==> src/logic/ioc_pkg.sv <==
// constants and types shared by the oscillator control block
package ioc_pkg;
    // register addresses in register space
    localparam logic [7:0] IOC_LF_CTRL_ADDR = 8'hAD;
    localparam logic [7:0] IOC_HF_CTRL_ADDR = 8'hB7;
    localparam logic [7:0] IOC_HF_TRIM_ADDR = 8'hBF;
    localparam logic [7:0] IOC_SRC_SEL_ADDR = 8'h8F;
    // control register field positions
    localparam int IOC_ON_BIT      = 7;
    localparam int IOC_RDY_BIT     = 6;
    localparam int IOC_SUSP_BIT    = 5;
    localparam int IOC_TUNE_LSB    = 2;
    // reset values
    localparam logic [7:0] IOC_HF_CTRL_RESET = 8'hC0;
    localparam logic [7:0] IOC_TRIM_RESET    = 8'h80;
    localparam logic [3:0] IOC_TUNE_RESET    = 4'h8;
    localparam logic [1:0] IOC_DIV8          = 2'h0;
    // system clock source codes
    localparam logic [2:0] IOC_SRC_HF  = 3'h0;
    localparam logic [2:0] IOC_SRC_EXT = 3'h1;
    localparam logic [2:0] IOC_SRC_LF  = 3'h2;
    localparam logic [2:0] IOC_SRC_PLL = 3'h4;
    // positions in the synchronised input vector
    localparam int IOC_NSYNC  = 11;
    localparam int IOC_I_HF   = 0;
    localparam int IOC_I_LF   = 1;
    localparam int IOC_I_EXT  = 2;
    localparam int IOC_I_PLL  = 3;
    localparam int IOC_I_HFST = 4;
    localparam int IOC_I_LFST = 5;
    localparam int IOC_I_P0   = 6;
    localparam int IOC_I_P1   = 7;
    localparam int IOC_I_P2   = 8;
    localparam int IOC_I_C0   = 9;
    localparam int IOC_I_C1   = 10;
    // high-frequency oscillator state
    typedef enum logic [2:0] {
        IOC_RUN  = 3'b001,
        IOC_SUSP = 3'b010,
        IOC_WAKE = 3'b100
    } ioc_state_t;
endpackage

==> src/logic/ioc_divider.sv <==
// post-divider that only switches ratio at a period boundary
module ioc_divider
    import ioc_pkg::*;
(
    // clock and reset
    input  wire logic       ref_clk,
    input  wire logic       sys_rst,
    // undivided oscillator edge and ratio code
    input  wire logic       edge_in,
    input  wire logic [1:0] div_sel,
    // one pulse per divided period
    output logic            tick_out
);
    // divider state
    typedef struct packed {
        logic [2:0] cnt;   // edges left in this period
        logic       tick;  // divided period pulse
    } ioc_div_t;

    ioc_div_t q;       // registered state
    ioc_div_t next_q;  // next state

    // count down, reload with the new ratio only at wrap
    always_comb
    begin
        next_q = q;
        next_q.tick = 1'b0;
        if (edge_in)
        begin
            if (q.cnt == 3'h0)
            begin
                next_q.tick = 1'b1;
                next_q.cnt = 3'((4'h8 >> div_sel) - 4'h1);
            end
            else
            begin
                next_q.cnt = q.cnt - 3'h1;
            end
        end
    end

    // state register
    always_ff @(posedge ref_clk)
    begin
        if (sys_rst)
            q <= '0;
        else
            q <= next_q;
    end

    assign tick_out = q.tick;

    // no divided pulse part way through a period
    mid_period_a: assert property (@(posedge ref_clk) disable iff (sys_rst)
        (edge_in && q.cnt != 3'h0) |=> !tick_out)
        else $error("divided tick inside a period");
endmodule

==> src/logic/ioc_osc_ctrl.sv <==
// control of the internal high- and low-frequency oscillators
// What this block does
// - reset selects high-frequency oscillator as clock
// - trim register sets period, factory reset
// - high divider codes give eight four two one
// - control bit seven enables high oscillator
// - ready flag set only at programmed frequency
// - suspend write stops core and peripheral clocks while the high source is selected
// - wake resumes clocks, execution continues after
// - reserved control bits read zero, written zero
// - low divider codes give eight four two one
// - low control bit seven enables oscillator
// - low ready flag set once stable
// - fine tune zero fastest, fifteen slowest
// - low register resets clear, tune loads default
// - low edges capture timer counts into reloads
// - high control register resets to C0
// - source select chooses system clock origin
module ioc_osc_ctrl
    import ioc_pkg::*;
#(
    parameter logic [7:0] TRIM_RESET = IOC_TRIM_RESET,
    parameter logic [3:0] TUNE_RESET = IOC_TUNE_RESET
)
(
    // clock and reset
    input  wire logic        ref_clk,
    input  wire logic        sys_rst,
    // register access
    input  wire logic [7:0]  sfr_addr,
    input  wire logic        sfr_wr,
    input  wire logic        sfr_rd,
    input  wire logic [7:0]  sfr_wdata,
    output logic [7:0]       sfr_rdata,
    // oscillator and clock pins, asynchronous
    input  wire logic        hf_osc_clk,
    input  wire logic        lf_osc_clk,
    input  wire logic        ext_osc_clk,
    input  wire logic        pll_clk,
    input  wire logic        hf_osc_stable,
    input  wire logic        lf_osc_stable,
    // oscillator controls
    output logic             hf_osc_run,
    output logic [7:0]       hf_trim_out,
    output logic             lf_osc_run,
    output logic [3:0]       lf_tune_out,
    // wake sources
    input  wire logic        port0_match,
    input  wire logic        port1_match,
    input  wire logic        port2_match,
    input  wire logic        cmp0_enable,
    input  wire logic        cmp0_out,
    input  wire logic        cmp1_enable,
    input  wire logic        cmp1_out,
    // system clock
    output logic [2:0]       clock_source_select,
    output logic             system_clock_tick,
    output logic             core_clock_run,
    // timer capture
    input  wire logic        timer2_capture_mode,
    input  wire logic        timer3_capture_mode,
    input  wire logic [15:0] timer2_count,
    input  wire logic [15:0] timer3_count,
    output logic [15:0]      timer2_reload_value,
    output logic [15:0]      timer3_reload_value,
    output logic             timer2_capture,
    output logic             timer3_capture
);
    // all block state
    typedef struct packed {
        logic [IOC_NSYNC-1:0] s1;    // first sync stage
        logic [IOC_NSYNC-1:0] s2;    // second sync stage
        logic [IOC_NSYNC-1:0] s3;    // previous, for edges
        ioc_state_t           st;    // high oscillator state
        logic                 hf_on; // high enable
        logic                 hf_rdy;// high ready flag
        logic [1:0]           hf_div;// high divider code
        logic [7:0]           trim;  // high trim
        logic                 lf_on; // low enable
        logic                 lf_rdy;// low ready flag
        logic [3:0]           tune;  // low fine tune
        logic [1:0]           lf_div;// low divider code
        logic [2:0]           src;   // system clock source
        logic [7:0]           rdata; // read data
        logic [15:0]          t2rl;  // timer 2 capture
        logic [15:0]          t3rl;  // timer 3 capture
        logic                 t2cap; // timer 2 capture pulse
        logic                 t3cap; // timer 3 capture pulse
    } ioc_state_s_t;

    ioc_state_s_t q;       // registered state
    ioc_state_s_t next_q;  // next state

    logic [IOC_NSYNC-1:0] pins;     // raw asynchronous inputs
    logic [IOC_NSYNC-1:0] rise;     // synced rising edges
    logic                 hf_tick;  // divided high pulse
    logic                 lf_tick;  // divided low pulse
    logic                 wake_ev;  // any wake source
    logic                 halted;   // core clocks stopped
    logic                 sel_tick; // selected source pulse
    logic                 wr_hf;    // write to high control
    logic                 lf_fall;  // low oscillator falling edge

    // gather pins for the synchroniser
    assign pins[IOC_I_HF]   = hf_osc_clk;
    assign pins[IOC_I_LF]   = lf_osc_clk;
    assign pins[IOC_I_EXT]  = ext_osc_clk;
    assign pins[IOC_I_PLL]  = pll_clk;
    assign pins[IOC_I_HFST] = hf_osc_stable;
    assign pins[IOC_I_LFST] = lf_osc_stable;
    assign pins[IOC_I_P0]   = port0_match;
    assign pins[IOC_I_P1]   = port1_match;
    assign pins[IOC_I_P2]   = port2_match;
    assign pins[IOC_I_C0]   = cmp0_out;
    assign pins[IOC_I_C1]   = cmp1_out;

    // edges only from the second stage onward
    assign rise    = q.s2 & ~q.s3;
    assign lf_fall = q.s3[IOC_I_LF] & ~q.s2[IOC_I_LF];

    assign wake_ev = q.s2[IOC_I_P0] | q.s2[IOC_I_P1] | q.s2[IOC_I_P2]
                   | (cmp0_enable & ~q.s2[IOC_I_C0])
                   | (cmp1_enable & ~q.s2[IOC_I_C1]);

    // high oscillator post-divider, fed only while it runs
    ioc_divider u_hf_div (
        .ref_clk  (ref_clk),
        .sys_rst  (sys_rst),
        .edge_in  (rise[IOC_I_HF] & hf_osc_run),
        .div_sel  (q.hf_div),
        .tick_out (hf_tick)
    );

    // low oscillator post-divider
    ioc_divider u_lf_div (
        .ref_clk  (ref_clk),
        .sys_rst  (sys_rst),
        .edge_in  (rise[IOC_I_LF] & q.lf_on),
        .div_sel  (q.lf_div),
        .tick_out (lf_tick)
    );

    // source multiplexer, reserved codes give no clock
    always_comb
    begin
        case (q.src)
            IOC_SRC_HF:  sel_tick = hf_tick;
            IOC_SRC_EXT: sel_tick = rise[IOC_I_EXT];
            IOC_SRC_LF:  sel_tick = lf_tick;
            IOC_SRC_PLL: sel_tick = rise[IOC_I_PLL];
            default:     sel_tick = 1'b0;
        endcase
    end

    // clocks stop while suspended on the high source
    assign halted = (q.st != IOC_RUN) && (q.src == IOC_SRC_HF);
    assign wr_hf  = sfr_wr && (sfr_addr == IOC_HF_CTRL_ADDR);

    // next state of the whole block
    always_comb
    begin
        next_q = q;
        // two-stage sync plus edge history
        next_q.s1 = pins;
        next_q.s2 = q.s1;
        next_q.s3 = q.s2;
        next_q.t2cap = 1'b0;
        next_q.t3cap = 1'b0;

        // suspend sequencing
        case (q.st)
            IOC_RUN:
            begin
                if (wr_hf && sfr_wdata[IOC_SUSP_BIT])
                    next_q.st = IOC_SUSP;
            end
            IOC_SUSP:
            begin
                if (wake_ev)
                    next_q.st = IOC_WAKE;
            end
            IOC_WAKE:
            begin
                if (q.s2[IOC_I_HFST] || !q.hf_on)
                    next_q.st = IOC_RUN;
            end
            default:
            begin
                next_q.st = IOC_RUN;
            end
        endcase

        next_q.hf_rdy = q.hf_on && (q.st == IOC_RUN) && q.s2[IOC_I_HFST];
        // ready once low oscillator is stable
        next_q.lf_rdy = q.lf_on && q.s2[IOC_I_LFST];

        // register writes, ignored while the core is halted
        if (sfr_wr && !halted)
        begin
            case (sfr_addr)
                IOC_HF_CTRL_ADDR:
                begin
                    next_q.hf_on  = sfr_wdata[IOC_ON_BIT];
                    next_q.hf_div = sfr_wdata[1:0];
                end
                IOC_HF_TRIM_ADDR:
                begin
                    next_q.trim = sfr_wdata;
                end
                IOC_LF_CTRL_ADDR:
                begin
                    next_q.lf_on  = sfr_wdata[IOC_ON_BIT];
                    next_q.tune   = sfr_wdata[IOC_TUNE_LSB +: 4];
                    next_q.lf_div = sfr_wdata[1:0];
                end
                IOC_SRC_SEL_ADDR:
                begin
                    next_q.src = sfr_wdata[2:0];
                end
                default:
                begin
                    next_q.src = q.src;
                end
            endcase
        end

        // register reads, registered one cycle later
        if (sfr_rd)
        begin
            case (sfr_addr)
                IOC_HF_CTRL_ADDR: next_q.rdata = {q.hf_on, q.hf_rdy,
                                                  q.st != IOC_RUN, 3'h0, q.hf_div};
                IOC_HF_TRIM_ADDR: next_q.rdata = q.trim;
                IOC_LF_CTRL_ADDR: next_q.rdata = {q.lf_on, q.lf_rdy,
                                                  q.tune, q.lf_div};
                IOC_SRC_SEL_ADDR: next_q.rdata = {5'h00, q.src};
                default:          next_q.rdata = 8'h00;
            endcase
        end

        if (timer2_capture_mode && lf_fall)
        begin
            next_q.t2rl  = timer2_count;
            next_q.t2cap = 1'b1;
        end
        if (timer3_capture_mode && rise[IOC_I_LF])
        begin
            next_q.t3rl  = timer3_count;
            next_q.t3cap = 1'b1;
        end
    end

    // state register with reset values
    always_ff @(posedge ref_clk)
    begin
        if (sys_rst)
        begin
            q        <= '0;
            q.st     <= IOC_RUN;
            // high oscillator stable syncs start high, low stays clear
            // keeps ready at one on the first edges after release
            q.s1[IOC_I_HFST] <= 1'b1;
            q.s2[IOC_I_HFST] <= 1'b1;
            q.s3[IOC_I_HFST] <= 1'b1;
            q.hf_on  <= IOC_HF_CTRL_RESET[IOC_ON_BIT];
            q.hf_rdy <= IOC_HF_CTRL_RESET[IOC_RDY_BIT];
            q.hf_div <= IOC_DIV8;
            q.trim   <= TRIM_RESET;
            q.tune   <= TUNE_RESET;
            // high oscillator drives the system clock
            q.src    <= IOC_SRC_HF;
        end
        else
        begin
            q <= next_q;
        end
    end

    // outputs
    assign sfr_rdata           = q.rdata;
    assign hf_osc_run          = q.hf_on && (q.st != IOC_SUSP);
    assign hf_trim_out         = q.trim;
    assign lf_osc_run          = q.lf_on;
    assign lf_tune_out         = q.tune;
    assign clock_source_select = q.src;
    assign core_clock_run      = !halted;
    assign system_clock_tick   = sel_tick && !halted;
    assign timer2_reload_value = q.t2rl;
    assign timer3_reload_value = q.t3rl;
    assign timer2_capture      = q.t2cap;
    assign timer3_capture      = q.t3cap;

    // checks
    reset_source_a: assert property (@(posedge ref_clk) disable iff (sys_rst)
        $fell(sys_rst) |-> (clock_source_select == IOC_SRC_HF))
        else $error("source not high oscillator after reset");
    hf_reset_a: assert property (@(posedge ref_clk) disable iff (sys_rst)
        $fell(sys_rst) |-> (q.hf_on && q.hf_div == IOC_DIV8 && q.st == IOC_RUN))
        else $error("high control reset value wrong");
    trim_write_a: assert property (@(posedge ref_clk) disable iff (sys_rst)
        (sfr_wr && !halted && sfr_addr == IOC_HF_TRIM_ADDR)
        |=> (hf_trim_out == $past(sfr_wdata)))
        else $error("trim write lost");
    reserved_zero_a: assert property (@(posedge ref_clk) disable iff (sys_rst)
        (sfr_rd && sfr_addr == IOC_HF_CTRL_ADDR) |=> (sfr_rdata[4:2] == 3'h0))
        else $error("reserved bits not zero");
    clock_halt_a: assert property (@(posedge ref_clk) disable iff (sys_rst)
        (wr_hf && sfr_wdata[IOC_SUSP_BIT] && q.st == IOC_RUN
         && clock_source_select == IOC_SRC_HF)
        |=> (!core_clock_run && !system_clock_tick && !hf_osc_run))
        else $error("clocks run during suspend");
    wake_event_a: assert property (@(posedge ref_clk) disable iff (sys_rst)
        (q.st == IOC_SUSP && wake_ev) |=> (q.st == IOC_WAKE) ##1 (q.st != IOC_SUSP))
        else $error("wake event missed");
    hf_ready_a: assert property (@(posedge ref_clk) disable iff (sys_rst)
        (q.st != IOC_RUN) |=> !q.hf_rdy)
        else $error("ready while not running");
    lf_ready_a: assert property (@(posedge ref_clk) disable iff (sys_rst)
        !q.lf_on |=> !q.lf_rdy)
        else $error("low ready while disabled");
    capture_t2_a: assert property (@(posedge ref_clk) disable iff (sys_rst)
        (timer2_capture_mode && lf_fall)
        |=> (timer2_capture && timer2_reload_value == $past(timer2_count)))
        else $error("timer 2 capture wrong");
    suspend_c: cover property (@(posedge ref_clk) disable iff (sys_rst)
        q.st == IOC_RUN ##1 q.st == IOC_SUSP);
    resume_c: cover property (@(posedge ref_clk) disable iff (sys_rst)
        q.st == IOC_WAKE ##1 q.st == IOC_RUN);
    capture_c: cover property (@(posedge ref_clk) disable iff (sys_rst)
        timer3_capture);
endmodule

==> config.mk <==
export PLATFORM = sky130hd
export DESIGN_NAME = ioc_osc_ctrl
export DESIGN_NICKNAME = d
export VERILOG_FILES = /design/src/logic/ioc_pkg.sv /design/src/logic/ioc_divider.sv /design/src/logic/ioc_osc_ctrl.sv
export SDC_FILE = /design/constraint.sdc
export NUM_CORES = 1
export LEC_CHECK = 0
export CAP_MARGIN = 5
export CORE_MARGIN = 1.5
export CORE_UTILIZATION = 59
export DETAILED_ROUTE_END_ITERATION = 10
export DONT_BUFFER_PORTS = 1
export GPL_ROUTABILITY_DRIVEN = 0
export GPL_TIMING_DRIVEN = 1
export PLACE_DENSITY = 0.75
export SKIP_CTS_REPAIR_TIMING = 1
export SYNTH_ARGS = -nofsm -noshare
export SYNTH_HDL_FRONTEND = slang
export SYNTH_SLANG_ARGS = --single-unit
==> constraint.sdc <==
create_clock -name ref_clk -period 1.9 [get_ports ref_clk]
set_input_delay 0.285 -clock ref_clk [delete_from_list [all_inputs] [get_ports ref_clk]]
set_output_delay 0.285 -clock ref_clk [all_outputs]
set_load 0.01 [all_outputs]
==> results.ini, run 1 <==
[run_status]
status=finished, final reports clean

[routing]
routed_wl_mm=8.84
wl_per_cell_microns=16.2
firstDrtPassIters=4
num_vias=3023
vias_per_cell=5.54
detail-route-antenna-nets=0
drc=0
first_iter_violations=132

[min_path]
min_from=sys_rst
hold_class=in2reg

[die]
coreArea_sq_um=7250
rows=31
start_util_pct=61.2
die_x_microns=89.8
die_height_microns=89.8
die_area_sq_um=8060
ios=128

[yosys]
synth-xor-area-share_pct=0.197
syn_area_per_cell_sq_um=8.95
synth_compound_area_share_pct=11.3
yosys.area_share.simple_pct=23.7
ys_warn_count=0
syn-instance-count=496
syn-num-nets=565
synth-async-reset-ratio_pct=0
synth_common_cells=102 x dfxtp_1, 75 x nand2_1, 55 x buf_4
synth_top_flop_cell=dfxtp_1
synth.most_common_cell=dfxtp_1
ys_top_cells_by_area=dfxtp_1 46%, buf_4 9.3%, nand2_1 6.3%
synthAdderAreaFrac_pct=0.564
ys_seq_area_share_pct=46.0
syn_area_sq_um=4440
synthDistinctLibCells=47
synth_seq_cells=102
synth_edf_count=0
synthMuxAreaShare_pct=6.09
synth_top_family_by_area=simple AND/OR/NAND/NOR gates
synth_top_area_share_pct=46.0
yosys.area.top_type=dfxtp_1

[cells_and_area]
area_delta_synth_final_pct=-0.423
diodes=0
fillers=642
final_cells=546
nNetsFinal=511
drive_gt1_share_pct=9.62

[setup_path]
path_cells=or3b_4 > nand2_2 > and4_4
worstSetupStartpoint=q[65]$_SDFFE_PP1P_
cp-end-kind=output pin
path_max_fanout=4
criticalPathCategory=reg2out
cp_slowest_stage_delay_ns=0.45
setup.worst_path.start_class=flop
worst-path-buf-inv=0
cp.required_ns=1.62
critPathArrivalTime_ns=1.56
crit_family=simple AND/OR/NAND/NOR gates
cp_slowest_cell=or3b_4
rr_startpoint=q[65]$_SDFFE_PP1P_

[grt]
gr-usage-all-layers_pct=21.4
grt_pass1_vias=2896
grt_max_degree=114
overflow=0
grt_pass1_wl_mm=13.9
antenna_found_initial=0

[clock_network]
cts_tree=built
cts_buffers=9
cts_buffer_depth=2
clk_pin_slew_ns=0.09
h-tree-depth=3
clockRootBuffer=clkbuf_8
cts_sinks=102
insertion_delay_ns=0.36

[sta]
rsz0062_at_grt=false
period_needed_ns=1.85
tightest_slew_ns=0.863
max_slew_margin_pct=42.2
clock.fmax_mhz=542
hold_viol_final=0
skew_ns=0.0116
period_share_pct=97.1
maxSlewViolCount=0
setup_viol=0

[power]
p_per_area_nw_per_um2=851
ir_worst_vdd_uv=485
p_total_mw=3.76
p_leak_nw=1.52

[flow_run]
cap_violations=0

[placed_design]
hpwl_mm=5.81
placed_cells=526
portBuffers=0

-- logic make-up after synthesis --
logic type / Yosys count
multiplexers: 27
buffers and inverters: 87
XOR/XNOR: 1
AND/OR/NAND/NOR: 203
flip-flops: 102
adder cells (fa/ha/maj): 2
AO/OA/AOI/OAI: 74
-- cell usage in the layout (no fill, tap or decap), drive strengths merged, types with 2 or more instances in the layout --
master       count
a2111oi          3
buf             11
nand3b           2
clkbuf          11
nor3b            2
nand4            2
nor4bb           4
nor4b            5
mux2i           27
o32ai            3
and2             3
or2              4
nand2           75
inv             10
nand3            5
and3b            3
nand2b          20
nor3             5
o21ai            4
nor2b           31
a211oi           4
o31ai            3
dfxtp          102
o22a             2
dlygate4sd3      3
nor2            34
a21oi           40
nand4b           2
a22oi            5
ha               2
a31oi            2
nor4             3
-- final cells by class --
type                       instances  area [sq um]  share of cell area, %
sequential                       102          2050                   46.3
multi-input combinational        307          1890                   42.7
clock buffer                      11           141                   3.20
timing repair buffer              14           125                   2.83
tap                               99           124                   2.80
clock inverter                     5          66.3                   1.50
inverter                           8          30.0                  0.679
-- flip-flops by register name, indices dropped and copies added (netlist names) --
name	count
u_lf_div.q	3
q	14
u_hf_div.tick_out	1
timer3_capture	1
lf_osc_run	1
timer2_reload_value	16
sfr_rdata	8
hf_trim_out	8
timer3_reload_value	16
next_q	22
u_lf_div.tick_out	1
clock_source_select	3
lf_tune_out	4
timer2_capture	1
u_hf_div.q	3
-- per-layer routing --
layer / part of all wire, % / up-vias / GRT usage, %
met5: 0 / - / 0
met4: 1.6 / 0 / 9.13
met3: 9.8 / 12 / 6.68
met1: 43 / 1380 / 27.1
met2: 46 / 128 / 33.6
li1: - / 1503 / -
-- per-stage QoR --
step           hold slack (ns)  setup slack (ns)  utilization, %  cell area (sq um)  TNS [ns]
6_report                0.0129            0.0547            61.0               4420         0
3_3_place_gp             0.363             0.221            57.0               4130         0
3_5_place_dp             0.364             0.145            57.0               4130         0
2_1_floorplan            0.389             0.168               -               4440         0
4_1_cts                -0.0310           -0.0910            59.8               4340   -0.0910
5_1_grt                0.00437           0.00278            61.0               4420         0
-- worst paths after layout --
check	endpoint	cells past startpoint	slack, ns
worst max-delay path	system_clock_tick	3	0.05
worst min-delay path	next_q[80]$_SDFF_PP0_	1	0.01
worst max register to register	q[46]$_SDFFE_PP0P_	5	0.09
worst min register to register	next_q[72]$_SDFF_PP1_	1	0.42
-- power breakdown --
part           total [mW]  switching (mW)  internal [mW]
Sequential           2.20          0.0247           2.18
Clock                1.41           0.752          0.662
Combinational       0.150          0.0801         0.0701
Total                3.76           0.857           2.91
(Power assumes the default switching activity.)
==> run 2: changes to the inputs <==
--- a/config.mk
+++ b/config.mk
@@ -6,13 +6,15 @@
 export NUM_CORES = 1
 export LEC_CHECK = 0
 export CAP_MARGIN = 5
+export CELL_PAD_IN_SITES_DETAIL_PLACEMENT = 1
+export CELL_PAD_IN_SITES_GLOBAL_PLACEMENT = 2
 export CORE_MARGIN = 1.5
-export CORE_UTILIZATION = 59
+export CORE_UTILIZATION = 37
 export DETAILED_ROUTE_END_ITERATION = 10
 export DONT_BUFFER_PORTS = 1
 export GPL_ROUTABILITY_DRIVEN = 0
 export GPL_TIMING_DRIVEN = 1
-export PLACE_DENSITY = 0.75
+export PLACE_DENSITY_LB_ADDON = 0.1
 export SKIP_CTS_REPAIR_TIMING = 1
 export SYNTH_ARGS = -nofsm -noshare
 export SYNTH_HDL_FRONTEND = slang
==> results.ini, run 2 (same netlist as run 1, synthesis figures left out) <==
[run_status]
status=finished, violations left
violations=DRC

[power]
intPower_mw=3.30
p_sw_share_pct=21.7
p_per_area_nw_per_um2=924
pwr-share-clk_pct=44.5
p_sw_uw=913
p_leak_nw=1.56
p_seq_share_pct=52.3
ir_worst_vdd_uv=540
comb_power_share_pct=3.2

[cells_and_area]
drive_gt1_share_pct=9.38
fillers=1319
final_cells=591
fin_area_sq_um=4560
diodes=0
layout_common_cells=99 x dfxtp_1, 74 x nand2_1, 40 x a21oi_1, 34 x nor2_1, 31 x nor2b_1
post-route-util_pct=39.4
final_common_cell=dfxtp_1
nNetsFinal=513
largest_register_ffs=22
area_delta_synth_final_pct=2.65

[die]
rows=39
die_area_sq_um=12700
coreArea_sq_um=11600
die_height_microns=113
die_x_microns=113
start_util_pct=38.4
ios=128

[grt]
grt_pass1_wl_mm=16.5
gr-usage-all-layers_pct=16.7
antenna_found_initial=0
grt_pass1_vias=3141
grt_max_degree=114
overflow=0

[flow_run]
cap_violations=0

[routing]
drc=7
first_iter_violations=180
detail-route-antenna-nets=0
routed_wl_mm=10.6
vias_per_cell=5.24
wl_met3_microns=673
top_layer=met4
firstDrtPassIters=7
num_vias=3099
met1_length_mm=4.87
wl_met2_mm=4.86
wl_per_cell_microns=17.9

[clock_network]
cts_tree=built
clockRootBuffer=clkbuf_16
h-tree-depth=3
cts_buffer_depth=2
cts_buffers=9
clk_pin_slew_ns=0.07
cts_sinks=102
insertion_delay_ns=0.34

[setup_path]
cp.required_ns=1.62
path_max_fanout=7
path_cells=nor4b_2 > a31oi_1 > o21ai_0 > and4_4
cp_slowest_cell=dfxtp_2
criticalPathCategory=reg2out
critPathArrivalTime_ns=1.52
cp_slowest_stage_delay_ns=0.39
cp-end-kind=output pin
setup.worst_path.start_class=flop

[sta]
period_share_pct=95.2
hold_slack_ns=0.0189
tns_ns=0
clock.fmax_mhz=553
skew_ns=0.00948
period_needed_ns=1.81
setup_viol=0
max_slew_margin_pct=57.8
hold_viol_final=0
tightest_slew_ns=0.631
maxSlewViolCount=0

[placed_design]
portBuffers=0
dpl_cell_area_sq_um=4190
hpwl_mm=7.22
placed_cells=571

[min_path]
hold_class=in2reg

run 2: per-stage QoR:
| stage | worst slack, ns | total power, mW |
|---|---|---|
| 2_1_floorplan | 0.168 | 2.39 |
| 3_3_place_gp | 0.235 | 2.36 |
| 3_5_place_dp | 0.196 | 2.37 |
| 4_1_cts | -0.0552 | 4.25 |
| 5_1_grt | -0.0253 | 4.38 |
| 6_report | 0.0906 | 4.21 |
run 2: layout make-up:
cell class | instances | area [sq um] | area share (%)
clock buffer | 10 | 239 | 5.24
clock inverter | 5 | 60.1 | 1.32
sequential | 102 | 2050 | 44.9
tap | 143 | 179 | 3.93
timing repair buffer | 16 | 133 | 2.91
inverter | 8 | 30.0 | 0.659
multi-input combinational | 307 | 1870 | 41.1
run 2: per-layer routing:
metal  GRT usage, %  vias to the layer above
li1               -                     1513
met1           22.1                     1484
met2           26.0                       92
met3           4.21                       10
met4           6.58                        0
met5              0                        -
run 2: critical path: cells and delay by family (launching register included):
kind / cells / cell delay (ns)
DFF: 1 / 0.39
and+or+nand+nor: 2 / 0.54
AOI/OAI and AO/OA: 2 / 0.26
run 2: power groups by stage:
stage                     clock (mW)  combinational [mW]  sequential, mW
after floorplan                    0               0.154            2.24
after CTS                       1.93               0.116            2.20
final                           1.88               0.135            2.20
after global placement             0               0.113            2.25
after detailed placement           0               0.116            2.25
after global routing            2.02               0.154            2.21
run 2: final timing paths:
check	from	end	depth (start not counted)	slack (ns)
setup / recovery	clock_source_select[0]$_SDFFE_PP0P_	system_clock_tick	4	0.09
hold / removal	sys_rst	timer2_reload_value[14]$_SDFFE_PP0P_	1	0.02
setup reg to reg	q[65]$_SDFFE_PP1P_	q[64]$_SDFFE_PP1P_	4	0.20
hold reg to reg	next_q[73]$_SDFF_PP0_	q[51]$_SDFF_PP0_	2	0.42
